$ cat src/lcl_cfg.svh
// Purpose: constants for the lcd common and regulator control block
// Assumes: classic wishbone slave, 32-bit data, byte addresses
// Notes: overview of operation follows
//
// Overview of operation
// - master enable low keeps all four common pins plain I/O
// - common output only when master and pin enabled
// - common output ignores port direction setting
// - bits 3..0 pick pc6, pc5, pc4, pa0
// - bit 6 enables the lcd output buffer
// - bit 5 picks 10uA or 25uA current
// - bit 5 also picks 500k or 200k divider
// - lcd control bit 7 reads zero
// - regulator pin driven when output and enable set
// - bit 3 switches the divider dc path
// - bit 2 picks divider supply, main or regulator
// - supply select forced zero while regulator off
// - bit 1 picks 2.4V/3.3V, bit 0 enables regulator
// - regulator pin buffer off while regulator off
// - regulator control bits 7..5 read zero, ignored
`ifndef LCL_CFG_SVH
`define LCL_CFG_SVH
`define LCL_ADR_LCD 4'h0
`define LCL_ADR_REG 4'h4
`define LCL_LCD_MASK 8'h7F
`define LCL_REG_MASK 8'h1F
`define LCL_LCD_RST 8'h00
`define LCL_REG_RST 8'h00
`define LCL_BIT_BUF 6
`define LCL_BIT_BIAS_CURRENT_SELECT 5
`define LCL_BIT_LEN 4
`define LCL_BIT_REGULATOR_PIN_OUTPUT 4
`define LCL_BIT_DIV 3
`define LCL_BIT_SUP 2
`define LCL_BIT_REGULATOR_VOLTAGE_SELECT 1
`define LCL_BIT_REN 0
`define LCL_NPINS 4
`endif

$ cat src/lcl_pkg.sv
// Purpose: types for the lcd common and regulator control block
// Assumes: constants come from lcl_cfg.svh
// Notes: registers are 8 bits wide
package lcl_pkg;
    typedef logic [7:0] lcl_byte_type;
    typedef struct packed {
        logic [7:0] lcd;
        logic [7:0] reg_ctl;
        logic ack;
        logic [7:0] rdat;
    } lcl_top_state_type;
    typedef struct packed {
        logic [3:0] sel_q1;
        logic [3:0] sel_q2;
    } lcl_sync_state_type;
endpackage

$ cat src/lcl_ctl_if.sv
// Purpose: carries the stored control bytes between modules
// Assumes: single clock
// Notes: producer is the register file
`timescale 1ns/10ps
`default_nettype none
interface lcl_ctl_if;
    logic [7:0] lcd;
    logic [7:0] reg_ctl;
    modport src (output lcd, output reg_ctl);
    modport dst (input lcd, input reg_ctl);
endinterface
`default_nettype wire

$ cat src/lcl_pin_mux.sv
// Purpose: shared pin muxing for lcd commons
// Assumes: port pin data and direction from port logic
// Notes: combinational
`timescale 1ns/10ps
`default_nettype none
`include "lcl_cfg.svh"
module lcl_pin_mux
    import lcl_pkg::*;
(
    // control
    lcl_ctl_if.dst ctl,
    // port logic side
    input wire logic [3:0] port_out,
    input wire logic [3:0] port_oe,
    // pin side
    output logic [3:0] pin_out,
    output logic [3:0] pin_oe,
    output logic [3:0] lcd_common_output
);
    genvar i;
    generate
        for (i = 0; i < `LCL_NPINS; i = i + 1) begin : g_pin
            // common only with master and pin bit
            assign lcd_common_output[i] = ctl.lcd[`LCL_BIT_LEN] & ctl.lcd[i];
            // direction not needed for common
            assign pin_oe[i] = lcd_common_output[i] ? 1'h0 : port_oe[i];
            assign pin_out[i] = lcd_common_output[i] ? 1'h0 : port_out[i];
        end
    endgenerate
endmodule
`default_nettype wire

$ cat src/lcl_analog_ctl.sv
// Purpose: derive analog control levels from stored bytes
// Assumes: stored supply select already cleared when regulator off
// Notes: combinational
`timescale 1ns/10ps
`default_nettype none
`include "lcl_cfg.svh"
module lcl_analog_ctl
    import lcl_pkg::*;
(
    // control
    lcl_ctl_if.dst ctl,
    // analog controls
    output logic lcd_buffer_enable,
    output logic bias_current_select,
    output logic divider_high_res,
    output logic divider_path_enable,
    output logic divider_supply_select,
    output logic regulator_voltage_select,
    output logic regulator_enable,
    output logic regulator_pin_buffer
);
    assign lcd_buffer_enable = ctl.lcd[`LCL_BIT_BUF];
    assign bias_current_select = ctl.lcd[`LCL_BIT_BIAS_CURRENT_SELECT];
    // low current uses the 500k chain
    assign divider_high_res = ~ctl.lcd[`LCL_BIT_BIAS_CURRENT_SELECT];
    assign divider_path_enable = ctl.reg_ctl[`LCL_BIT_DIV];
    assign divider_supply_select = ctl.reg_ctl[`LCL_BIT_SUP] & ctl.reg_ctl[`LCL_BIT_REN];
    assign regulator_voltage_select = ctl.reg_ctl[`LCL_BIT_REGULATOR_VOLTAGE_SELECT];
    assign regulator_enable = ctl.reg_ctl[`LCL_BIT_REN];
    assign regulator_pin_buffer = ctl.reg_ctl[`LCL_BIT_REGULATOR_PIN_OUTPUT]
        & ctl.reg_ctl[`LCL_BIT_REN];
endmodule
`default_nettype wire

$ cat src/lcl_top.sv
// Purpose: wishbone register file for lcd commons and regulator
// Assumes: classic wishbone, one wait-free ack cycle after request
// Notes: regulator pin takes over its I/O pin when buffer on
//
// The register addresses and the Wishbone interface to the registers are this design's own decisions.
`timescale 1ns/10ps
`default_nettype none
`include "lcl_cfg.svh"
module lcl_top
    import lcl_pkg::*;
(
    // clock and reset
    input wire logic ref_clk,
    input wire logic sys_rst,
    // wishbone
    input wire logic wb_cyc_i,
    input wire logic wb_stb_i,
    input wire logic wb_we_i,
    input wire logic [3:0] wb_adr_i,
    input wire logic [31:0] wb_dat_i,
    input wire logic [3:0] wb_sel_i,
    output logic [31:0] wb_dat_o,
    output logic wb_ack_o,
    // shared port pins
    input wire logic [3:0] port_out,
    input wire logic [3:0] port_oe,
    output logic [3:0] pin_out,
    output logic [3:0] pin_oe,
    output logic [3:0] lcd_common_output,
    // regulator pin io
    input wire logic reg_io_out,
    input wire logic reg_io_oe,
    output logic reg_pin_out,
    output logic reg_pin_oe,
    // analog controls
    output logic lcd_buffer_enable,
    output logic bias_current_select,
    output logic divider_high_res,
    output logic divider_path_enable,
    output logic divider_supply_select,
    output logic regulator_voltage_select,
    output logic regulator_enable,
    output logic regulator_pin_buffer
);
    lcl_top_state_type cur;
    lcl_top_state_type nxt;
    logic req;
    logic [7:0] wbyte;

    lcl_ctl_if ctl_bus();

    assign req = wb_cyc_i & wb_stb_i & ~cur.ack;
    assign wbyte = wb_dat_i[7:0];

    always_comb begin
        nxt = cur;
        nxt.ack = req;
        if (req && wb_we_i && wb_sel_i[0]) begin
            if (wb_adr_i == `LCL_ADR_LCD) begin
                nxt.lcd = wbyte & `LCL_LCD_MASK;
            end else if (wb_adr_i == `LCL_ADR_REG) begin
                nxt.reg_ctl = wbyte & `LCL_REG_MASK;
            end
        end
        // supply select cannot stay set with regulator off
        if (!nxt.reg_ctl[`LCL_BIT_REN]) begin
            nxt.reg_ctl[`LCL_BIT_SUP] = 1'h0;
        end
        if (req && !wb_we_i) begin
            if (wb_adr_i == `LCL_ADR_LCD) begin
                nxt.rdat = cur.lcd;
            end else if (wb_adr_i == `LCL_ADR_REG) begin
                nxt.rdat = cur.reg_ctl;
            end else begin
                nxt.rdat = 8'h00;
            end
        end
    end

    always_ff @(posedge ref_clk or posedge sys_rst) begin
        if (sys_rst) begin
            cur <= '0;
        end else begin
            cur <= nxt;
        end
    end

    assign wb_ack_o = cur.ack;
    assign wb_dat_o = {24'h000000, cur.rdat};
    assign ctl_bus.lcd = cur.lcd;
    assign ctl_bus.reg_ctl = cur.reg_ctl;

    lcl_pin_mux u_mux (
        .ctl(ctl_bus),
        .port_out(port_out),
        .port_oe(port_oe),
        .pin_out(pin_out),
        .pin_oe(pin_oe),
        .lcd_common_output(lcd_common_output)
    );

    lcl_analog_ctl u_ana (
        .ctl(ctl_bus),
        .lcd_buffer_enable(lcd_buffer_enable),
        .bias_current_select(bias_current_select),
        .divider_high_res(divider_high_res),
        .divider_path_enable(divider_path_enable),
        .divider_supply_select(divider_supply_select),
        .regulator_voltage_select(regulator_voltage_select),
        .regulator_enable(regulator_enable),
        .regulator_pin_buffer(regulator_pin_buffer)
    );

    // io function off while regulator drives pin
    assign reg_pin_oe = regulator_pin_buffer ? 1'h0 : reg_io_oe;
    assign reg_pin_out = regulator_pin_buffer ? 1'h0 : reg_io_out;
endmodule
`default_nettype wire

$ cat config.mk
export PLATFORM = sky130hd
export DESIGN_NAME = lcl_top
export DESIGN_NICKNAME = d
export VERILOG_FILES = /design/src/lcl_pkg.sv /design/src/lcl_ctl_if.sv /design/src/lcl_pin_mux.sv /design/src/lcl_analog_ctl.sv /design/src/lcl_top.sv
export VERILOG_INCLUDE_DIRS = /design/src
export SDC_FILE = /design/constraint.sdc
export NUM_CORES = 1
export LEC_CHECK = 0
export ABC_CLOCK_PERIOD_IN_PS = 1850
export BUFFER_PORTS_ARGS = -buffer_cell sky130_fd_sc_hd__buf_2
export CELL_PAD_IN_SITES_DETAIL_PLACEMENT = 0
export CELL_PAD_IN_SITES_GLOBAL_PLACEMENT = 1
export CORE_MARGIN = 1.5
export CORE_UTILIZATION = 25
export CTS_CLUSTER_DIAMETER = 30
export DETAILED_ROUTE_END_ITERATION = 6
export GPL_TIMING_DRIVEN = 1
export PLACE_DENSITY_LB_ADDON = 0.3
export SETUP_SLACK_MARGIN = 0.1
export SYNTH_ARGS = -nofsm -noshare
export SYNTH_HDL_FRONTEND = slang
export SYNTH_SLANG_ARGS = --single-unit
$ cat constraint.sdc
create_clock -name ref_clk -period 1.85 [get_ports ref_clk]
set_input_delay 0.0925 -clock ref_clk [delete_from_list [all_inputs] [get_ports ref_clk]]
set_output_delay 0.0925 -clock ref_clk [all_outputs]
set_load 0.02 [all_outputs]
==> metrics.txt, run 1 <==
# TYPE chip_impl_metric gauge
chip_impl_info{name="run_status",value="finished with violations"} 1
chip_impl_info{name="violations_in_the_final_reports",value="negative hold slack"} 1
chip_impl_metric{name="layout.core_utilization",unit=""} 0.332
chip_impl_metric{name="post-dp-hpwl",unit="mm"} 2.13
chip_impl_metric{name="timing.fmax",unit="MHz"} 605
chip_impl_metric{name="count_of_warnings_emitted_by_yosys",unit=""} 0
chip_impl_metric{name="slew_headroom",unit=""} 0.495
chip_impl_metric{name="synth_cell_type_count",unit=""} 18
chip_impl_metric{name="detail_route.vias_per_cell",unit=""} 4.11
chip_impl_metric{name="setup_tns",unit="ns"} 0
chip_impl_info{name="hold_path.class",value="in2async"} 1
chip_impl_metric{name="globalRoute.totalOverflow",unit=""} 0
chip_impl_metric{name="floorplan.die_area",unit="um^2"} 5090
chip_impl_metric{name="worst_slack",unit="ns"} 0.197
chip_impl_metric{name="first_iter_violations",unit=""} 36
chip_impl_metric{name="fin_nets",unit=""} 223
chip_impl_metric{name="worst_clock_skew",unit="ns"} 0.00215
chip_impl_info{name="synth.top_cells.by_area",value="dfrtp_1 43%, buf_4 17%, mux2_2 11%"} 1
chip_impl_metric{name="slew_violations",unit=""} 0
chip_impl_metric{name="dp_cells",unit=""} 213
chip_impl_metric{name="critical_path.max_stage_delay",unit="ns"} 0.38
chip_impl_info{name="timing.critical_path.cells",value="nand3b_1 -> nor4_4 -> buf_4 -> mux2_2"} 1
chip_impl_metric{name="hold_viol_final",unit=""} 20
chip_impl_metric{name="via_count",unit=""} 896
chip_impl_metric{name="cp_data_arrival_time",unit="ns"} 1.79
chip_impl_metric{name="cts-resized-gates",unit=""} 0
chip_impl_metric{name="detailedPlace.worstSlack",unit="ns"} 0.152
chip_impl_metric{name="ctsHtreeMaxLevel",unit=""} 1
chip_impl_metric{name="insertedDiodeCount",unit=""} 0
chip_impl_metric{name="synth_top_area_share",unit=""} 0.428
chip_impl_info{name="startpoint_type",value="register"} 1
chip_impl_metric{name="power_density",unit="nW/um^2"} 646
chip_impl_metric{name="drc",unit=""} 0
chip_impl_metric{name="placed_cell_area",unit="um^2"} 1410
chip_impl_info{name="path_class",value="reg2reg"} 1
chip_impl_metric{name="synthesis.area",unit="um^2"} 1170
chip_impl_info{name="crit_start",value="wb_ack_o"} 1
chip_impl_info{name="cts_root_buffer",value="clkbuf_8"} 1
chip_impl_metric{name="final.period_utilization",unit=""} 0.893
chip_impl_metric{name="placeableCoreArea",unit="um^2"} 4410
chip_impl_info{name="worst_setup_path_endpoint",value="ctl_bus.lcd[1]"} 1
chip_impl_metric{name="postRouteWirelength",unit="mm"} 2.61
chip_impl_metric{name="fin_worst_hold_slack",unit="ns"} -0.0333
chip_impl_metric{name="numClockSinks",unit=""} 20
chip_impl_metric{name="clk_transition_reported_paths",unit="ns"} 0.07
chip_impl_info{name="synth_top_cell_by_area",value="dfrtp_1"} 1
chip_impl_info{name="cp-end-kind",value="register"} 1
chip_impl_metric{name="grt_max_degree",unit=""} 21
chip_impl_metric{name="boundaryPins",unit=""} 110
chip_impl_metric{name="post_route_cells_drive_above_1_share",unit=""} 0.458
chip_impl_metric{name="cts-root-to-sink-buffers",unit=""} 2
chip_impl_metric{name="yosysSeqAreaShare",unit=""} 0.428
chip_impl_metric{name="worst_skew_pair.late_latency",unit="ns"} 0.25
chip_impl_info{name="cts_tree",value="yes"} 1
chip_impl_metric{name="postSynthRegisterBits",unit=""} 20
chip_impl_info{name="ff_to_ff_start",value="wb_ack_o"} 1
chip_impl_metric{name="layout_min_cycle_time",unit="ns"} 1.65
chip_impl_metric{name="worstPathRequired",unit="ns"} 1.99
chip_impl_metric{name="die_h",unit="um"} 71.4
chip_impl_metric{name="path_max_fanout",unit=""} 7
chip_impl_metric{name="floorplan.rows",unit=""} 24
chip_impl_info{name="rsz0062_at_grt",value="no"} 1
chip_impl_metric{name="antenna_found_initial",unit=""} 0
chip_impl_info{name="crit_slowest_cell",value="dfrtp_1"} 1
chip_impl_metric{name="area_growth_syn_to_layout",unit="%"} 25.4
chip_impl_info{name="grt-busiest-layer",value="met2"} 1
chip_impl_metric{name="vdd.ir_drop.worst",unit="V"} 0.000264
chip_impl_metric{name="layout.cell_area.non_filler",unit="um^2"} 1470
chip_impl_metric{name="grt_use_met2",unit=""} 0.195
chip_impl_metric{name="routedWlPerCell",unit="um"} 12.0
chip_impl_metric{name="global_route.usage.met3",unit=""} 0.0197
chip_impl_metric{name="gr-usage-all-layers",unit=""} 0.107
chip_impl_metric{name="leakage",unit="nW"} 0.841
chip_impl_metric{name="cts_setup_buffers",unit=""} 0
chip_impl_metric{name="max_slew.worst_pin.slew",unit="ns"} 0.757
chip_impl_metric{name="gpl.final_weighted_congestion",unit=""} 0.680
chip_impl_metric{name="report.final.setup_viol",unit=""} 0
chip_impl_metric{name="avg_synthesized_cell_area",unit="um^2"} 10.9
chip_impl_metric{name="worst_r2r_path_depth",unit=""} 4
chip_impl_metric{name="cts_inserted_buffers",unit=""} 3
chip_impl_metric{name="initial_core_utilization",unit=""} 0.265
chip_impl_metric{name="grt_pass1_vias",unit=""} 904
chip_impl_metric{name="die_w",unit="um"} 71.4
chip_impl_metric{name="port_buffers",unit=""} 56
chip_impl_metric{name="maxCapViolations",unit=""} 0
chip_impl_metric{name="hold_buffers",unit=""} 0
chip_impl_metric{name="first_pass_grt_wire_length",unit="mm"} 4.35
chip_impl_metric{name="post_synth_inst_count",unit=""} 107
chip_impl_metric{name="r2r_slack",unit="ns"} 0.20
chip_impl_metric{name="first_pass_drt_iterations",unit=""} 4
chip_impl_metric{name="grt_use_met1",unit=""} 0.123
chip_impl_metric{name="route.antenna.remaining_nets",unit=""} 0
chip_impl_info{name="timing.rr.end",value="ctl_bus.lcd[1]"} 1
chip_impl_metric{name="nFillCells",unit=""} 485
chip_impl_metric{name="final_cell_count_no_fill",unit=""} 218
==> registers in the layout (all words and copies together), names as in the netlist <==
| name | cells |
|---|---|
| ctl_bus.reg_ctl | 5 |
| wb_ack_o | 1 |
| ctl_bus.lcd | 7 |
| wb_dat_o | 7 |
==> stage by stage <==
step           hold WS (ns)  power [mW]
6_report            -0.0333       0.946
5_1_grt              0.0327        1.01
4_1_cts            0.000928       0.963
3_5_place_dp          0.280       0.680
3_3_place_gp          0.246       0.675
2_1_floorplan        0.0563       0.657
==> power breakdown <==
part,switching [mW],internal (mW),total (mW)
logic,0.130,0.0654,0.195
registers,0.0167,0.458,0.474
clock network,0.132,0.145,0.277
==> logic make-up (layout without fill, tap and decap cells) <==
group,Yosys count,in the layout,share of synthesized area
AO/OA/AOI/OAI,7,7,0.0471
buffers and inverters,33,68,0.196
flip-flops,20,20,0.428
multiplexers,17,17,0.157
other,1,25,0.00321
AND/OR/NAND/NOR,29,29,0.168
==> synthesized netlist by cell type (all sizes together) <==
cell / count
nor4: 2
o31ai: 5
nand4bb: 1
or3: 1
nand3b: 1
nor3: 1
inv: 5
mux2: 11
conb: 1
dfrtp: 20
nand2: 8
nor2b: 10
buf: 27
mux2i: 6
clkbuf: 1
and2: 5
a22o: 2
==> layer usage <==
layer  part of all wire  routed length (um)
met1               0.43                1130
met4              0.012                  31
met2               0.48                1260
met3              0.071                 186
met5                  0                   0
==> final cells by class <==
cell class	count	area [um^2]	area share
multi-input cells	78	529	0.361
flip-flops and latches	20	500	0.342
repair buffers	60	310	0.212
well taps	52	65.1	0.0444
clock buffers	3	41.3	0.0282
inverters	5	18.8	0.0128
==> placed cells by master, fill, tap and decap left out <==
cell type	instances
clkbuf_8	3
mux2_2	11
nor4_4	2
dfrtp_1	20
and2_1	5
buf_2	56
nor2b_1	10
conb_1	25
or3_1	1
nand3b_1	1
mux2i_1	6
buf_4	4
a22o_1	2
nand4bb_1	1
inv_1	5
nor3_1	1
o31ai_1	5
nand2_1	8
==> critical path: cells and delay by family (launching register included) <==
family / cells / cell delay [ns]
buf+inv: 1 / 0.21
flops: 1 / 0.38
simple gates: 2 / 0.58
mux: 1 / 0.35
==> worst min-delay path by stage <==
| stage | startpoint | end | slack (ns) | depth (start not counted) |
|---|---|---|---|---|
| after global routing | sys_rst | ctl_bus.lcd[5] | 0.03 | 2 |
| after detailed placement | sys_rst | ctl_bus.lcd[5] | 0.28 | 2 |
| after floorplan | sys_rst | ctl_bus.lcd[0] | 0.06 | 1 |
| final | sys_rst | ctl_bus.lcd[5] | -0.03 | 2 |
| after CTS | sys_rst | ctl_bus.lcd[5] | 0.0009 | 2 |
| after global placement | sys_rst | ctl_bus.lcd[6] | 0.25 | 2 |
No activity file was read; power rests on OpenSTA's default activity.
==> run 2: changes to the inputs <==
--- a/config.mk
+++ b/config.mk
@@ -19,4 +19,5 @@
 export SETUP_SLACK_MARGIN = 0.1
 export SYNTH_ARGS = -nofsm -noshare
 export SYNTH_HDL_FRONTEND = slang
+export SYNTH_HIERARCHICAL = 1
 export SYNTH_SLANG_ARGS = --single-unit
==> metrics.txt, run 2 <==
# TYPE chip_impl_metric gauge
chip_impl_info{name="run_status",value="finished clean"} 1
chip_impl_metric{name="vdd.ir_drop.worst",unit="V"} 0.000288
chip_impl_metric{name="count_of_warnings_emitted_by_yosys",unit=""} 6
chip_impl_metric{name="antenna_found_initial",unit=""} 0
chip_impl_metric{name="postSynthRegisterBits",unit=""} 20
chip_impl_info{name="top_library_cells_by_usage_in_the_layout_fill_and_taps_aside",value="56 x buf_2, 25 x conb_1, 20 x dfrtp_1, 11 x mux2_2, 8 x nand2_1"} 1
chip_impl_metric{name="clk_transition_reported_paths",unit="ns"} 0.07
chip_impl_metric{name="placeableCoreArea",unit="um^2"} 4720
chip_impl_info{name="post-synth-top-count-cell",value="buf_4"} 1
chip_impl_metric{name="detail_route.vias_per_cell",unit=""} 3.87
chip_impl_info{name="crit_start",value="wb_ack_o"} 1
chip_impl_metric{name="via_count",unit=""} 918
chip_impl_metric{name="post_route_cells_drive_above_1_share",unit=""} 0.471
chip_impl_metric{name="layout_min_cycle_time",unit="ns"} 1.67
chip_impl_metric{name="ctsHtreeMaxLevel",unit=""} 1
chip_impl_metric{name="cp_data_arrival_time",unit="ns"} 1.81
chip_impl_metric{name="cts-resized-gates",unit=""} 0
chip_impl_metric{name="postRouteWirelength",unit="mm"} 2.50
chip_impl_metric{name="route.antenna.remaining_nets",unit=""} 0
chip_impl_info{name="mostFrequentLayoutCell",value="buf_2"} 1
chip_impl_metric{name="gr-usage-all-layers",unit=""} 0.0937
chip_impl_metric{name="worstPathRequired",unit="ns"} 1.99
chip_impl_metric{name="port_buffers",unit=""} 56
chip_impl_info{name="synth_top_cell_by_area",value="dfrtp_1"} 1
chip_impl_info{name="startpoint_type",value="register"} 1
chip_impl_metric{name="final.period_utilization",unit=""} 0.901
chip_impl_metric{name="synth_enable_flop_cells",unit=""} 0
chip_impl_info{name="hold_path.class",value="in2reg"} 1
chip_impl_metric{name="synthesis.area",unit="um^2"} 1230
chip_impl_metric{name="boundaryPins",unit=""} 110
chip_impl_info{name="path_class",value="reg2reg"} 1
chip_impl_metric{name="first_iter_violations",unit=""} 21
chip_impl_metric{name="avg_synthesized_cell_area",unit="um^2"} 10.9
chip_impl_metric{name="fin_nets",unit=""} 226
chip_impl_metric{name="cts-root-to-sink-buffers",unit=""} 2
chip_impl_metric{name="worst_clock_skew",unit="ns"} 0.00196
chip_impl_metric{name="first_pass_grt_wire_length",unit="mm"} 3.82
chip_impl_info{name="dominantRegCellSynth",value="dfrtp_1"} 1
chip_impl_metric{name="initial_core_utilization",unit=""} 0.260
chip_impl_metric{name="yosysSeqAreaShare",unit=""} 0.407
chip_impl_metric{name="die_w",unit="um"} 73.1
chip_impl_metric{name="maxCapViolations",unit=""} 0
chip_impl_metric{name="report.final.setup_viol",unit=""} 0
chip_impl_metric{name="grt_max_degree",unit=""} 21
chip_impl_metric{name="switching_share",unit=""} 0.264
chip_impl_metric{name="power.net_switching",unit="mW"} 0.293
chip_impl_metric{name="setup_tns",unit="ns"} 0
chip_impl_metric{name="gpl.final_weighted_congestion",unit=""} 0.670
chip_impl_metric{name="area_growth_syn_to_layout",unit="%"} 26.4
chip_impl_info{name="cts_root_buffer",value="clkbuf_8"} 1
chip_impl_metric{name="timing.fmax",unit="MHz"} 600
chip_impl_metric{name="globalRoute.totalOverflow",unit=""} 0
chip_impl_metric{name="detailedPlace.worstSlack",unit="ns"} 0.126
chip_impl_info{name="rsz0062_at_grt",value="no"} 1
chip_impl_info{name="synth.top_cells.by_count",value="32 x buf_4, 20 x dfrtp_1, 11 x mux2_2, 8 x nand2_1, 7 x a21boi_1"} 1
chip_impl_metric{name="max_slew.worst_pin.slew",unit="ns"} 0.745
chip_impl_metric{name="grt_pass1_vias",unit=""} 879
chip_impl_metric{name="insertedDiodeCount",unit=""} 0
chip_impl_info{name="hold_path_startpoint",value="wb_dat_i[5]"} 1
chip_impl_metric{name="slew_violations",unit=""} 0
chip_impl_metric{name="power.internal",unit="mW"} 0.815
chip_impl_metric{name="worst_skew_pair.late_latency",unit="ns"} 0.25
chip_impl_info{name="cp-end-kind",value="register"} 1
chip_impl_metric{name="synth_cell_type_count",unit=""} 20
chip_impl_metric{name="routedWlPerCell",unit="um"} 10.6
chip_impl_metric{name="floorplan.rows",unit=""} 25
chip_impl_metric{name="path_max_fanout",unit=""} 5
chip_impl_metric{name="seq_power_share",unit=""} 0.435
chip_impl_metric{name="slew_headroom",unit=""} 0.503
chip_impl_info{name="synth.top_cells.by_area",value="dfrtp_1 41%, buf_4 20%, mux2_2 10%"} 1
chip_impl_metric{name="worst_slack",unit="ns"} 0.184
chip_impl_metric{name="floorplan.die_area",unit="um^2"} 5350
chip_impl_metric{name="power_frac_clock",unit=""} 0.386
chip_impl_metric{name="hold_viol_final",unit=""} 0
chip_impl_metric{name="first_pass_drt_iterations",unit=""} 4
chip_impl_metric{name="synth_top_area_share",unit=""} 0.407
chip_impl_info{name="cts_tree",value="yes"} 1
chip_impl_metric{name="share_comb_of_total_power",unit=""} 0.179
chip_impl_metric{name="ys_async_sr_fraction",unit=""} 1.00
chip_impl_metric{name="post_synth_inst_count",unit=""} 113
chip_impl_metric{name="numClockSinks",unit=""} 20
chip_impl_metric{name="leakage",unit="nW"} 0.864
chip_impl_info{name="ff_to_ff_start",value="wb_ack_o"} 1
chip_impl_metric{name="die_h",unit="um"} 73.1
chip_impl_metric{name="cts_inserted_buffers",unit=""} 3
chip_impl_metric{name="drc",unit=""} 0
chip_impl_metric{name="power_density",unit="nW/um^2"} 712
run 2: cell types whose count changed after synthesis:
cell      change
a21boi_1      +7
a21boi_2      +1
and2_1        +1
buf_4         +6
inv_1         -1
nor2b_1       -8
run 2: cell families (layout without fill, tap and decap cells):
logic type | after synthesis | in the layout | share of synthesized area
flip-flops | 20 | 20 | 0.407
AO/OA/AOI/OAI | 15 | 15 | 0.0966
other | 1 | 25 | 0.00305
buffers and inverters | 38 | 71 | 0.220
multiplexers | 17 | 17 | 0.150
AND/OR/NAND/NOR | 22 | 22 | 0.124
run 2: worst max-delay path: stages, from the launching register on:
cell and delay, ns:
dfrtp_1 0.39, nand3b_1 0.30, nor4_4 0.34, buf_4 0.20
mux2_2 0.33
run 2: timing repair:
item	CTS	global route
hold buffers	1	0
setup endpoints to repair	0	4
setup buffers	0	2
endpoints found under the hold margin	20	0
run 2: power by group through the flow:
stage / clock network (mW) / logic (mW) / registers, mW
after floorplan: 0 / 0.193 / 0.484
after global placement: 0 / 0.195 / 0.490
after detailed placement: 0 / 0.198 / 0.491
after CTS: 0.437 / 0.200 / 0.482
after global routing: 0.450 / 0.216 / 0.486
final: 0.428 / 0.198 / 0.481
run 2: cell type report:
class / count / area [um^2]
clock inverter: 1 / 30.0
timing repair buffer: 63 / 335
sequential: 20 / 500
clock buffer: 3 / 41.3
fill: 493 / 3170
tap: 67 / 83.8
inverter: 4 / 15.0
multi-input combinational: 79 / 549
run 2: per-stage QoR:
stage	instance area, um^2	util	total power [mW]	hold slack (ns)	std cells
floorplan	1320	-	0.677	0.0563	137
global placement	1460	0.309	0.684	0.256	230
detailed placement	1460	0.309	0.689	0.262	230
CTS	1540	0.326	1.12	0.0631	235
global route	1560	0.329	1.15	0.0625	237
finish	1560	0.329	1.11	0.0657	237
run 2: metal layers:
layer  global-route usage  share of wire
met5                    0              0
met4               0.0252         0.0064
met3               0.0331          0.099
met2                0.163           0.48
met1                0.109           0.41
run 2: final timing paths:
check                                endpoint  slack [ns]  depth (start not counted)
max                            ctl_bus.lcd[6]        0.18                          4
min                            ctl_bus.lcd[5]        0.07                          2
max reg2reg                    ctl_bus.lcd[6]        0.18                          4
min reg2reg                       wb_dat_o[4]        0.49                          2
max in group asynchronous  ctl_bus.reg_ctl[4]        0.88                          3
min in group asynchronous  ctl_bus.reg_ctl[3]        0.51                          3
